File: src/pkg/mrq_pkg.sv
// Constants and types shared by the channel memory request queue design.
// Assumes one system clock; every user writes mrq_pkg::name explicitly.
package mrq_pkg;
   // ***************************************************************
   // Channel and queue geometry
   // ***************************************************************
   localparam int CHANNELS = 8;
   localparam int CHAN_W = 3;
   localparam int NUM_QUEUES = 3;
   localparam int Q_FETCH = 0;
   localparam int Q_GROUP = 1;
   localparam int Q_STORE = 2;
   // ***************************************************************
   // Word counts per request kind
   // ***************************************************************
   localparam int LEN_W = 3;
   localparam int PTR_W = 3;
   localparam logic [LEN_W-1:0] MAX_GROUP_WORDS = 3'h4;
   localparam logic [LEN_W-1:0] FETCH_WORDS = 3'h1;
   localparam logic [LEN_W-1:0] STORE_WORDS = 3'h2;
   localparam logic [PTR_W-1:0] PTR_RESET = 3'h0;
   localparam logic [CHANNELS-1:0] QUEUE_RESET = 8'h00;
   // Kinds of memory request that the block can run.
   typedef enum logic [1:0] {
      KIND_FETCH_COMMAND,
      KIND_READ_GROUP,
      KIND_WRITE_GROUP,
      KIND_STORE_COMMAND
   } request_kind_t;
   // Kinds of control RAM cycle that the block announces.
   typedef enum logic [1:0] {
      RAM_NONE,
      RAM_SETUP,
      RAM_UPDATE,
      RAM_ERROR
   } ram_cycle_t;
endpackage

File: src/pkg/mover_if.sv
// Carrier between the request sequencer and the word mover.
// Assumes both ends run on the same clock and clock enable.
`timescale 1ns/1ps
interface mover_if;
   logic start;
   logic [mrq_pkg::LEN_W-1:0] total;
   logic to_controller;
   logic word_enter;
   logic word_leave;
   logic done;
   logic [mrq_pkg::LEN_W-1:0] moved;
   logic [mrq_pkg::PTR_W-1:0] offset;
   logic [mrq_pkg::LEN_W-1:0] in_buffer;
   // Sequencer side.
   modport ctrl (
      output start, total, to_controller, word_enter, word_leave,
      input done, moved, offset, in_buffer
   );
   // Counter side.
   modport mover (
      input start, total, to_controller, word_enter, word_leave,
      output done, moved, offset, in_buffer
   );
endinterface // mover_if

File: src/logic/channel_memory_request_queues.sv
// Memory request queues and sequencer for eight channels of a channel control.
// Assumes one clock; event inputs are synchronous and carry the channel of the
// RAM cycle that raised them; memory answers each word with a strobe.
`timescale 1ns/1ps
module channel_memory_request_queues #(
   parameter int CHANNELS = mrq_pkg::CHANNELS
) (
   // Clock, reset and enable
   input wire logic clock,
   input wire logic rst_b,
   input wire logic clk_en,
   // Channel events, each steered by event_channel
   input wire logic [mrq_pkg::CHAN_W-1:0] event_channel,
   input wire logic channel_start,
   input wire logic start_controller_to_memory,
   input wire logic word_count_zero_normal,
   input wire logic jump_command_loaded,
   input wire logic action_group_request,
   input wire logic [mrq_pkg::LEN_W-1:0] action_group_words,
   input wire logic store_request,
   // Competing requests on the channel side
   input wire logic channel_bus_word_request,
   input wire logic control_request_pending,
   // Memory buffer side
   input wire logic memory_word_enter,
   input wire logic memory_word_leave,
   input wire logic memory_error,
   output logic hold_memory,
   output logic memory_request_active,
   output mrq_pkg::request_kind_t memory_request_kind,
   output logic [mrq_pkg::LEN_W-1:0] memory_request_words,
   // Control RAM cycle and buffer addressing
   output mrq_pkg::ram_cycle_t ram_cycle,
   output logic [mrq_pkg::CHAN_W-1:0] ram_channel,
   output logic use_command_word_buffer,
   output logic [mrq_pkg::PTR_W-1:0] buffer_word_pointer,
   output logic [mrq_pkg::LEN_W-1:0] words_in_memory_buffer,
   // Channel status
   output logic [CHANNELS-1:0] channel_error,
   output logic [CHANNELS-1:0] controller_to_memory,
   output logic [mrq_pkg::NUM_QUEUES*CHANNELS-1:0] queue_pending
);
   // ***************************************************************
   // Types and state
   // ***************************************************************
   typedef enum logic [2:0] {
      ST_IDLE,
      ST_SETUP,
      ST_MOVE,
      ST_UPDATE,
      ST_ERROR
   } seq_state_t;

   typedef struct packed {
      seq_state_t seq;
      logic [1:0] queue;
      logic [mrq_pkg::CHAN_W-1:0] channel;
      mrq_pkg::request_kind_t kind;
      logic [mrq_pkg::LEN_W-1:0] words;
      logic failed;
      logic [CHANNELS-1:0] direction;
      logic [CHANNELS-1:0] error_bits;
      logic [CHANNELS-1:0][mrq_pkg::LEN_W-1:0] group_len;
      logic [CHANNELS-1:0][mrq_pkg::PTR_W-1:0] mem_ptr;
   } top_state_t;

   top_state_t state_reg;
   top_state_t state_next;
   logic [1:0] rst_sync_reg;
   logic rst_sync_b;
   logic [mrq_pkg::NUM_QUEUES-1:0] q_set;
   logic [mrq_pkg::NUM_QUEUES-1:0] q_clear;
   logic [mrq_pkg::NUM_QUEUES-1:0] q_any;
   logic [mrq_pkg::NUM_QUEUES-1:0][mrq_pkg::CHAN_W-1:0] q_winner;
   logic [mrq_pkg::NUM_QUEUES-1:0][CHANNELS-1:0] q_bits;
   logic any_request;
   logic grant_ok;
   logic [1:0] win_queue;
   logic [mrq_pkg::CHAN_W-1:0] win_channel;
   logic [mrq_pkg::LEN_W-1:0] clamped_len;

   mover_if mover_link();

   // ***************************************************************
   // Reset release
   // ***************************************************************
   // Two flops release the reset cleanly; assertion stays asynchronous.
   always_ff @(posedge clock or negedge rst_b)
   begin
      if (!rst_b)
         rst_sync_reg <= 2'h0;
      else
         rst_sync_reg <= {rst_sync_reg[0], 1'b1};
   end
   assign rst_sync_b = rst_sync_reg[1];

   // ***************************************************************
   // Request queues
   // ***************************************************************
   // fetch queue causes
   always_comb
   begin
      q_set[mrq_pkg::Q_FETCH] = channel_start || word_count_zero_normal
         || jump_command_loaded;
      q_set[mrq_pkg::Q_GROUP] = action_group_request;
      q_set[mrq_pkg::Q_STORE] = store_request;
   end

   always_comb
   begin
      for (int q = 0; q < mrq_pkg::NUM_QUEUES; q++)
         q_clear[q] = (state_reg.seq == ST_SETUP) && (state_reg.queue == 2'(q));
   end

   // One queue per request type, each with its own encoder.
   genvar gq;
   generate
      for (gq = 0; gq < mrq_pkg::NUM_QUEUES; gq++)
      begin : g_queue
         request_queue #(
            .CHANNELS(CHANNELS),
            .CHAN_W(mrq_pkg::CHAN_W)
         ) u_queue (
            .clock(clock),
            .rst_b(rst_sync_b),
            .clk_en(clk_en),
            .set_valid(q_set[gq]),
            .set_channel(event_channel),
            .clear_valid(q_clear[gq]),
            .clear_channel(state_reg.channel),
            .pending(q_bits[gq]),
            .any_pending(q_any[gq]),
            .winner(q_winner[gq])
         );
         assign queue_pending[gq*CHANNELS +: CHANNELS] = q_bits[gq];
      end
   endgenerate

   // ***************************************************************
   // Priority between queues
   // ***************************************************************
   // fixed queue order
   always_comb
   begin
      if (q_any[mrq_pkg::Q_FETCH])
         win_queue = 2'(mrq_pkg::Q_FETCH);
      else if (q_any[mrq_pkg::Q_GROUP])
         win_queue = 2'(mrq_pkg::Q_GROUP);
      else
         win_queue = 2'(mrq_pkg::Q_STORE);
   end
   assign win_channel = q_winner[win_queue];
   assign any_request = |q_any;
   assign grant_ok = any_request && !channel_bus_word_request && !control_request_pending;

   assign clamped_len = (state_reg.group_len[win_channel] > mrq_pkg::MAX_GROUP_WORDS)
      ? mrq_pkg::MAX_GROUP_WORDS : state_reg.group_len[win_channel];

   // ***************************************************************
   // Sequencer
   // ***************************************************************
   // Grants one request, runs setup, transfer, update and error cycles.
   always_comb
   begin
      state_next = state_reg;
      if (channel_start)
      begin
         state_next.direction[event_channel] = start_controller_to_memory;
         state_next.error_bits[event_channel] = 1'b0;
         state_next.mem_ptr[event_channel] = mrq_pkg::PTR_RESET;
      end
      if (action_group_request)
         state_next.group_len[event_channel] = action_group_words;
      case (state_reg.seq)
         ST_IDLE:
         begin
            if (grant_ok)
            begin
               state_next.seq = ST_SETUP;
               state_next.queue = win_queue;
               state_next.channel = win_channel;
               state_next.failed = 1'b0;
               if (win_queue == 2'(mrq_pkg::Q_FETCH))
               begin
                  state_next.kind = mrq_pkg::KIND_FETCH_COMMAND;
                  state_next.words = mrq_pkg::FETCH_WORDS;
               end
               else if (win_queue == 2'(mrq_pkg::Q_GROUP))
               begin
                  state_next.kind = state_reg.direction[win_channel]
                     ? mrq_pkg::KIND_WRITE_GROUP : mrq_pkg::KIND_READ_GROUP;
                  state_next.words = (clamped_len == 3'h0) ? 3'h1 : clamped_len;
               end
               else
               begin
                  state_next.kind = mrq_pkg::KIND_STORE_COMMAND;
                  state_next.words = mrq_pkg::STORE_WORDS;
               end
            end
         end
         ST_SETUP:
            state_next.seq = ST_MOVE;
         ST_MOVE:
         begin
            if (memory_error)
               state_next.failed = 1'b1;
            if (mover_link.done)
               state_next.seq = ST_UPDATE;
         end
         ST_UPDATE:
         begin
            if (state_reg.kind == mrq_pkg::KIND_READ_GROUP
                  || state_reg.kind == mrq_pkg::KIND_WRITE_GROUP)
               state_next.mem_ptr[state_reg.channel] =
                  state_reg.mem_ptr[state_reg.channel] + state_reg.words;
            state_next.seq = state_reg.failed ? ST_ERROR : ST_IDLE;
         end
         ST_ERROR:
         begin
            state_next.error_bits[state_reg.channel] = 1'b1;
            state_next.seq = ST_IDLE;
         end
         default:
            state_next.seq = ST_IDLE;
      endcase
   end

   always_ff @(posedge clock or negedge rst_sync_b)
   begin
      if (!rst_sync_b)
         state_reg <= '{seq: ST_IDLE, kind: mrq_pkg::KIND_FETCH_COMMAND, default: '0};
      else if (clk_en)
         state_reg <= state_next;
   end

   // ***************************************************************
   // Word counting
   // ***************************************************************
   // record words to move
   assign mover_link.start = (state_reg.seq == ST_SETUP);
   assign mover_link.total = state_reg.words;
   assign mover_link.to_controller = (state_reg.kind == mrq_pkg::KIND_FETCH_COMMAND)
      || (state_reg.kind == mrq_pkg::KIND_READ_GROUP);
   assign mover_link.word_enter = (state_reg.seq == ST_MOVE) && memory_word_enter;
   assign mover_link.word_leave = (state_reg.seq == ST_MOVE) && memory_word_leave;

   word_mover u_mover (
      .clock(clock),
      .rst_b(rst_sync_b),
      .clk_en(clk_en),
      .link(mover_link.mover)
   );

   // ***************************************************************
   // Outputs
   // ***************************************************************
   // hold memory
   assign hold_memory = any_request || (state_reg.seq != ST_IDLE);
   assign memory_request_active = (state_reg.seq == ST_MOVE);
   assign memory_request_kind = state_reg.kind;
   assign memory_request_words = state_reg.words;
   assign ram_channel = (state_reg.seq == ST_IDLE) ? event_channel : state_reg.channel;
   assign use_command_word_buffer = (state_reg.kind == mrq_pkg::KIND_FETCH_COMMAND)
      || (state_reg.kind == mrq_pkg::KIND_STORE_COMMAND);
   assign buffer_word_pointer = use_command_word_buffer ? mover_link.offset
      : state_reg.mem_ptr[state_reg.channel] + mover_link.offset;
   assign words_in_memory_buffer = mover_link.in_buffer;
   assign channel_error = state_reg.error_bits;
   assign controller_to_memory = state_reg.direction;

   // Announce the control RAM cycle that the sequencer is running.
   always_comb
   begin
      case (state_reg.seq)
         ST_SETUP: ram_cycle = mrq_pkg::RAM_SETUP;
         ST_UPDATE: ram_cycle = mrq_pkg::RAM_UPDATE;
         ST_ERROR: ram_cycle = mrq_pkg::RAM_ERROR;
         default: ram_cycle = mrq_pkg::RAM_NONE;
      endcase
   end
endmodule // channel_memory_request_queues

File: src/logic/request_queue.sv
// One memory request queue: a pending bit per channel and a priority encoder.
// Assumes set and clear are steered by a single channel number each.
`timescale 1ns/1ps
module request_queue #(
   parameter int CHANNELS = 8,
   parameter int CHAN_W = 3
) (
   // Clock and control
   input wire logic clock,
   input wire logic rst_b,
   input wire logic clk_en,
   // Steering of set and clear
   input wire logic set_valid,
   input wire logic [CHAN_W-1:0] set_channel,
   input wire logic clear_valid,
   input wire logic [CHAN_W-1:0] clear_channel,
   // Queue state
   output logic [CHANNELS-1:0] pending,
   output logic any_pending,
   output logic [CHAN_W-1:0] winner
);
   typedef struct packed {
      logic [CHANNELS-1:0] bits;
   } queue_state_t;
   queue_state_t state_reg;
   queue_state_t state_next;
   // Decode the steering numbers; a set in the same cycle beats a clear.
   // steered set, clear
   always_comb
   begin
      state_next = state_reg;
      for (int i = 0; i < CHANNELS; i++)
      begin
         if (clear_valid && clear_channel == CHAN_W'(i))
            state_next.bits[i] = 1'b0;
         if (set_valid && set_channel == CHAN_W'(i))
            state_next.bits[i] = 1'b1;
      end
   end
   // Register the queue; reset empties it and a low enable freezes it.
   always_ff @(posedge clock or negedge rst_b)
   begin
      if (!rst_b)
         state_reg <= '{bits: mrq_pkg::QUEUE_RESET};
      else if (clk_en)
         state_reg <= state_next;
   end
   // Lowest numbered pending channel wins the encoder.
   // lowest channel wins
   always_comb
   begin
      winner = '0;
      for (int i = CHANNELS - 1; i >= 0; i--)
      begin
         if (state_reg.bits[i])
            winner = CHAN_W'(i);
      end
   end
   assign pending = state_reg.bits;
   assign any_pending = |state_reg.bits;
endmodule // request_queue

File: src/logic/word_mover.sv
// Word counters for one memory request: words moved, buffer offset and
// words held in the memory buffers for transfers toward the controller.
// Assumes start is a one-cycle pulse issued while no transfer is running.
`timescale 1ns/1ps
module word_mover (
   // Clock and control
   input wire logic clock,
   input wire logic rst_b,
   input wire logic clk_en,
   // Sequencer link
   mover_if.mover link
);
   typedef struct packed {
      logic [mrq_pkg::LEN_W-1:0] total;
      logic [mrq_pkg::LEN_W-1:0] moved;
      logic [mrq_pkg::PTR_W-1:0] offset;
      logic [mrq_pkg::LEN_W-1:0] in_buffer;
   } mover_state_t;
   mover_state_t state_reg;
   mover_state_t state_next;
   logic count_word;
   always_comb
   begin
      state_next = state_reg;
      count_word = link.to_controller ? link.word_leave : link.word_enter;
      if (link.start)
      begin
         state_next = '0;
         state_next.total = link.total;
      end
      else
      begin
         if (count_word && !link.done)
         begin
            state_next.moved = state_reg.moved + 3'h1;
            state_next.offset = state_reg.offset + 3'h1;
         end
         if (link.to_controller)
            state_next.in_buffer = state_reg.in_buffer
               + {2'h0, link.word_enter} - {2'h0, link.word_leave};
      end
   end
   // Register the counters.
   always_ff @(posedge clock or negedge rst_b)
   begin
      if (!rst_b)
         state_reg <= '0;
      else if (clk_en)
         state_reg <= state_next;
   end
   assign link.done = (state_reg.moved == state_reg.total);
   assign link.moved = state_reg.moved;
   assign link.offset = state_reg.offset;
   assign link.in_buffer = state_reg.in_buffer;
endmodule // word_mover

File: config.mk
export PLATFORM = sky130hd
export DESIGN_NAME = channel_memory_request_queues
export DESIGN_NICKNAME = d
export VERILOG_FILES = /design/src/pkg/mrq_pkg.sv /design/src/pkg/mover_if.sv /design/src/logic/channel_memory_request_queues.sv /design/src/logic/request_queue.sv /design/src/logic/word_mover.sv
export SDC_FILE = /design/constraint.sdc
export NUM_CORES = 1
export LEC_CHECK = 0
export ABC_CLOCK_PERIOD_IN_PS = 4300
export BUFFER_PORTS_ARGS = -buffer_cell sky130_fd_sc_hd__clkbuf_2
export CAP_MARGIN = 20
export CORE_ASPECT_RATIO = 0.9
export CORE_MARGIN = 3
export CORE_UTILIZATION = 55
export CTS_CLUSTER_DIAMETER = 150
export DETAILED_ROUTE_END_ITERATION = 16
export GPL_TIMING_DRIVEN = 0
export PLACE_DENSITY = 0.76
export SYNTH_ARGS = -nofsm -noshare
export SYNTH_HDL_FRONTEND = slang
export SYNTH_HIERARCHICAL = 1
export SYNTH_SLANG_ARGS = --single-unit
File: constraint.sdc
create_clock -name clock -period 4.3 [get_ports clock]
set_input_delay 0 -clock clock [delete_from_list [all_inputs] [get_ports clock]]
set_output_delay 0 -clock clock [all_outputs]
set_load 0.02 [all_outputs]
### Word-level counts from Yosys, hierarchy flattened

Index checks and enable logic that the tools add are counted.

* memories kept: 0
* latch bits: 0
* memory bits (read-only): 0
* RAM bits: 0
* register bits: 116
* logic and storage cells: 352

* reduce and logical (&&, ||, !) cells: 137
* muxes and demuxes: 116
* shift operators: 0
* eq/ne operators: 28
* order comparisons: 7
* divide/modulo/power cells: 0
* bitwise operators: 5
* $add $sub $neg: 6
* multipliers: 0

Operators by type and width (number)
* two-way mux 3 bit: 36
* two-way mux 24 bit: 3
* logical AND 1 bit: 58
* AND reduction 2 bit: 29
* nonzero test 2 bit: 27
* two-way mux 1 bit: 53
* bitwise mux 24 bit: 2
* == test 3 bit (second input constant): 9
* bitwise AND 24 bit: 1
* NOT 24 bit: 1
* OR reduction 24 bit: 1
* binary-select mux 3 bit (select 3 bit): 2
* demux 3 bit (select 3 bit): 2
* == test 3 x 2 -> 1 bit (second input constant): 6
* two-way mux 8 bit: 2
* OR reduction 8 bit: 2
* two-way mux 14 bit: 1
* logical NOT 3 bit: 4
* less-than comparator 3 x 4 -> 1 bit (second input constant): 3
* one-hot mux 3 bit (4 select lines): 1
* two-way mux 5 bit: 2
* == test 3 x 1 -> 1 bit (second input constant): 3
* two-way mux 9 bit: 1
* bitwise AND 8 bit: 1
* other kinds (28): 49

### Logic depth before layout (Yosys ltp)

* depth in word-level cells: 20
* mapped depth: 12

### By module

Netlist, hierarchy kept.

By module, submodules not included
* channel_memory_request_queues: seq. area each 2001.9 sq um, instances 1, cells an instance 402, area each 4267.8 sq um
* request_queue: seq. area each 200.2 sq um, instances 3, cells an instance 47, area each 420.4 sq um
* word_mover: seq. area each 300.3 sq um, instances 1, cells an instance 83, area each 845.8 sq um

### Worst setup path after synthesis

OpenSTA, ideal clock, no wires.

* path type: reg-to-reg
* from: register state_reg[70] (netlist bit)
* to: register state_reg[11] (netlist bit)
* arrival: 2784 ps
* slack: 1373 ps
* clock period less this slack: 2927 ps
* path buffers: 1
* stages on the path, launching flop included: 9
* path through: dfrtp_1 > buf_1 > mux2_2 > a311o_1 > ha_1 > fa_1 > xnor2_1 > xnor2_1 > o21ai_0

* word-level cells in the longest chain between the ends: 7
* elaborated cells on any way between the ends: 11
* those cells by class: add/sub (1); order compare (2); mux (7); reduce/logical (1)

Ends and longest elaborated chain
* start, declared: RTL line channel_memory_request_queues.sv:67 `top_state_t state_reg;`
* start signal, assigned: RTL line channel_memory_request_queues.sv:233 `state_reg <= state_next;`
* branches (longest 4 deep; another with adder 3 bit)
* bitwise mux 24 bit *: RTL line channel_memory_request_queues.sv:214 `state_next.mem_ptr[state_reg.channel] =`
* two-way mux 24 bit *: RTL line channel_memory_request_queues.sv:212 `if (state_reg.kind == mrq_pkg::KIND_READ_GROUP`
* two-way mux 24 bit *: RTL line channel_memory_request_queues.sv:174 `case (state_reg.seq)`

Every way passes the cells marked *. The select of a mux whose other input is x is not followed.
A chain may end at the register's enable or synchronous reset.

### Worst setup path after layout

* from: register state_reg[71] (netlist bit)
* to: register state_reg[17] (netlist bit)

The elaborated chain is that of the path after synthesis.

==> results.md <==
- Vias per cell: 5.89
- Peak VDD IR: 0.328 mV
- Syn-to-layout area delta: 20.0%
- First-pass GRT wire length: 26.5 mm
- Setup Fix Bufs, Post-CTS: 0
- Slew Limit Fails: 0
- CTS Buffer Depth: 2
- Largest fanout on the critical path: 16
- PortBufs: 78
- Antenna Nets Post-Route: 0
- Slew margin rel.: 35.5%
- Core area: 11000 um2
- Path depth of the worst reg2reg path: 9
- Achievable frequency: 254 MHz
- Final worst slack: 0.368 ns
- Max FFs per register: 57
- Status: complete, no violations
- Period utilization: 91.4%
- Hold Vio Cnt, Final: 0
- Gr ovfl total: 0
- Reg2reg end: state_reg[17]
- Hold crit path type: in -> reg
- Yosys Warn Count: 6
- DRT iter0 DRCs: 476
- Cts hold-fix bufs: 8
- Final setup fails: 0
- CTS tree: done
- Power Dens Cells: 555 nW/um2
- Row count: 36
- Clk pwr share: 32.5%
- GRT Total Usage: 26.0%
- Die Area: 12900 um2
- Nets: 760
- Worst Tran Pin Value: 0.961 ns
- Diodes inserted: 0
- Die width: 119 um
- Vias in the first global route: 5234
- Mapped Nets: 654
- DRT Pass-1 Iters: 5
- Final Util: 69.1%
- Post-place setup slack: 0.594 ns
- DP HPWL: 11.1 mm
- Combinational Power Share: 31.9%
- Largest net degree at the start of global routing: 65
- Final worst path period need: 3.93 ns
- Vias: 5264
- RSZ-0062 raised after global routing: no
- P_sw: 0.00149 W
- Sequential share of power: 35.6%
- Num CTS Buffers: 17
- Mapped Cells: 623
- Layout cells sized above 1: 26.8%
- End of the critical path: state_reg[17]
- Startpoint types: flop
- Placer Congestion: 0.888
- Cell area after synthesis: 6350 um2
- Post-CTS Resized: 0
- WL per Instance: 18.1 um
- H-tree Lvls: 4
- DRC Markers: 0
- Clock-pin slew on the worst setup and hold paths: 0.05 ns
- Reg2Reg Launch Point: state_reg[71]
- Die Height: 108 um
- Synthesized area per cell: 10.2 um2
- Sink Count: 116
- Internal power: 0.00275 W
- Initial antenna violation count: 0
- Max-cap check violation count: 0
- # fillers: 847
- Crit path launch: state_reg[71]
- Crit path kind: reg -> reg
- Reg2Reg Setup Slack: 0.37 ns
- Routed wire length: 16.2 mm
- Clk_skew: 0.00729 ns
- Worst EP arrival: 4.17 ns
- Root buf cell: clkbuf_16
- P_leak: 3.38 nW
- Starting Density: 57.6%
- Req. time, crit path: 4.54 ns
- Worst-Skew Late Latency: 0.41 ns
- Net Sw Frac: 35.1%
- Crit path capture type: flop
- Boundary Pins: 79
-- worst max-delay path, cell delays in order, from the launching register on --
cell      delay (ns)
dfrtp_1         0.68
clkbuf_1        0.50
mux2i_1         0.35
o21ai_0         0.13
a221oi_1        0.60
inv_1           0.14
fa_1            0.42
xnor2_1         0.15
xnor2_1         0.60
mux2i_1         0.20
-- worst min path at each step --
stage / from / to / cells after the start
floorplan: rst_b / rst_sync_reg[0] / 0
global route: action_group_request / g_queue[1].u_queue/pending[0] / 3
CTS: action_group_request / g_queue[1].u_queue/pending[6] / 3
detailed placement: rst_b / rst_sync_reg[0] / 1
global placement: rst_b / rst_sync_reg[0] / 1
finish: action_group_request / g_queue[1].u_queue/pending[0] / 3
-- layout make-up --
cell class	instances	area, um2	share of cell area [%]
multi-input cells	433	3050	40.0
clock buffers	22	474	6.22
plain buffers	45	289	3.79
clock inverters	10	105	1.38
well taps	152	190	2.49
flip-flops and latches	116	2910	38.1
inverters	29	109	1.43
repair buffers	87	498	6.53
-- power groups by stage --
stage | registers (W) | clock network, W | logic [W]
floorplan | 0.00152 | 0 | 0.000926
global placement | 0.00151 | 0 | 0.00127
detailed placement | 0.00151 | 0 | 0.00132
CTS | 0.00150 | 0.00139 | 0.00135
global route | 0.00153 | 0.00144 | 0.00149
finish | 0.00151 | 0.00138 | 0.00135
-- metrics by stage --
stage          total power, W  std cells  hold slack [ns]  instance area (um2)  TNS [ns]
4_1_cts               0.00423        894          0.00854                 7620         0
2_1_floorplan         0.00244        623           -0.296                 6350         0
6_report              0.00423        894           0.0121                 7620         0
3_5_place_dp          0.00284        854           -0.211                 6960         0
3_3_place_gp          0.00277        853           -0.215                 6930    -39.05
5_1_grt               0.00446        894           0.0478                 7620         0
-- placed cells by master (no fill, tap or decap), types with 7 or more instances in the layout --
master and instances:
o21ai_0 73, nor2b_1 12, buf_4 27, a22o_1 7
inv_1 29, nand2_1 62, mux2i_1 26, clkbuf_1 12
o22ai_1 7, nor3_1 8, o31ai_1 13, dfrtp_1 115
nor4_1 7, nand2b_1 19, nor2_1 32, clkbuf_16 17
mux2_2 41, ha_1 8, nand3_1 29, clkbuf_2 78
nand3b_1 8, dlygate4sd3_1 8
-- routing by layer --
metal	vias to the layer above	track usage (%)	share of wire, %
met1	2602	36.1	45
met4	0	6.62	1.1
met3	21	6.17	6.5
li1	2428	-	-
met5	-	0	0
met2	213	41.8	48
Note: power is estimated with default switching activity, not from simulation.
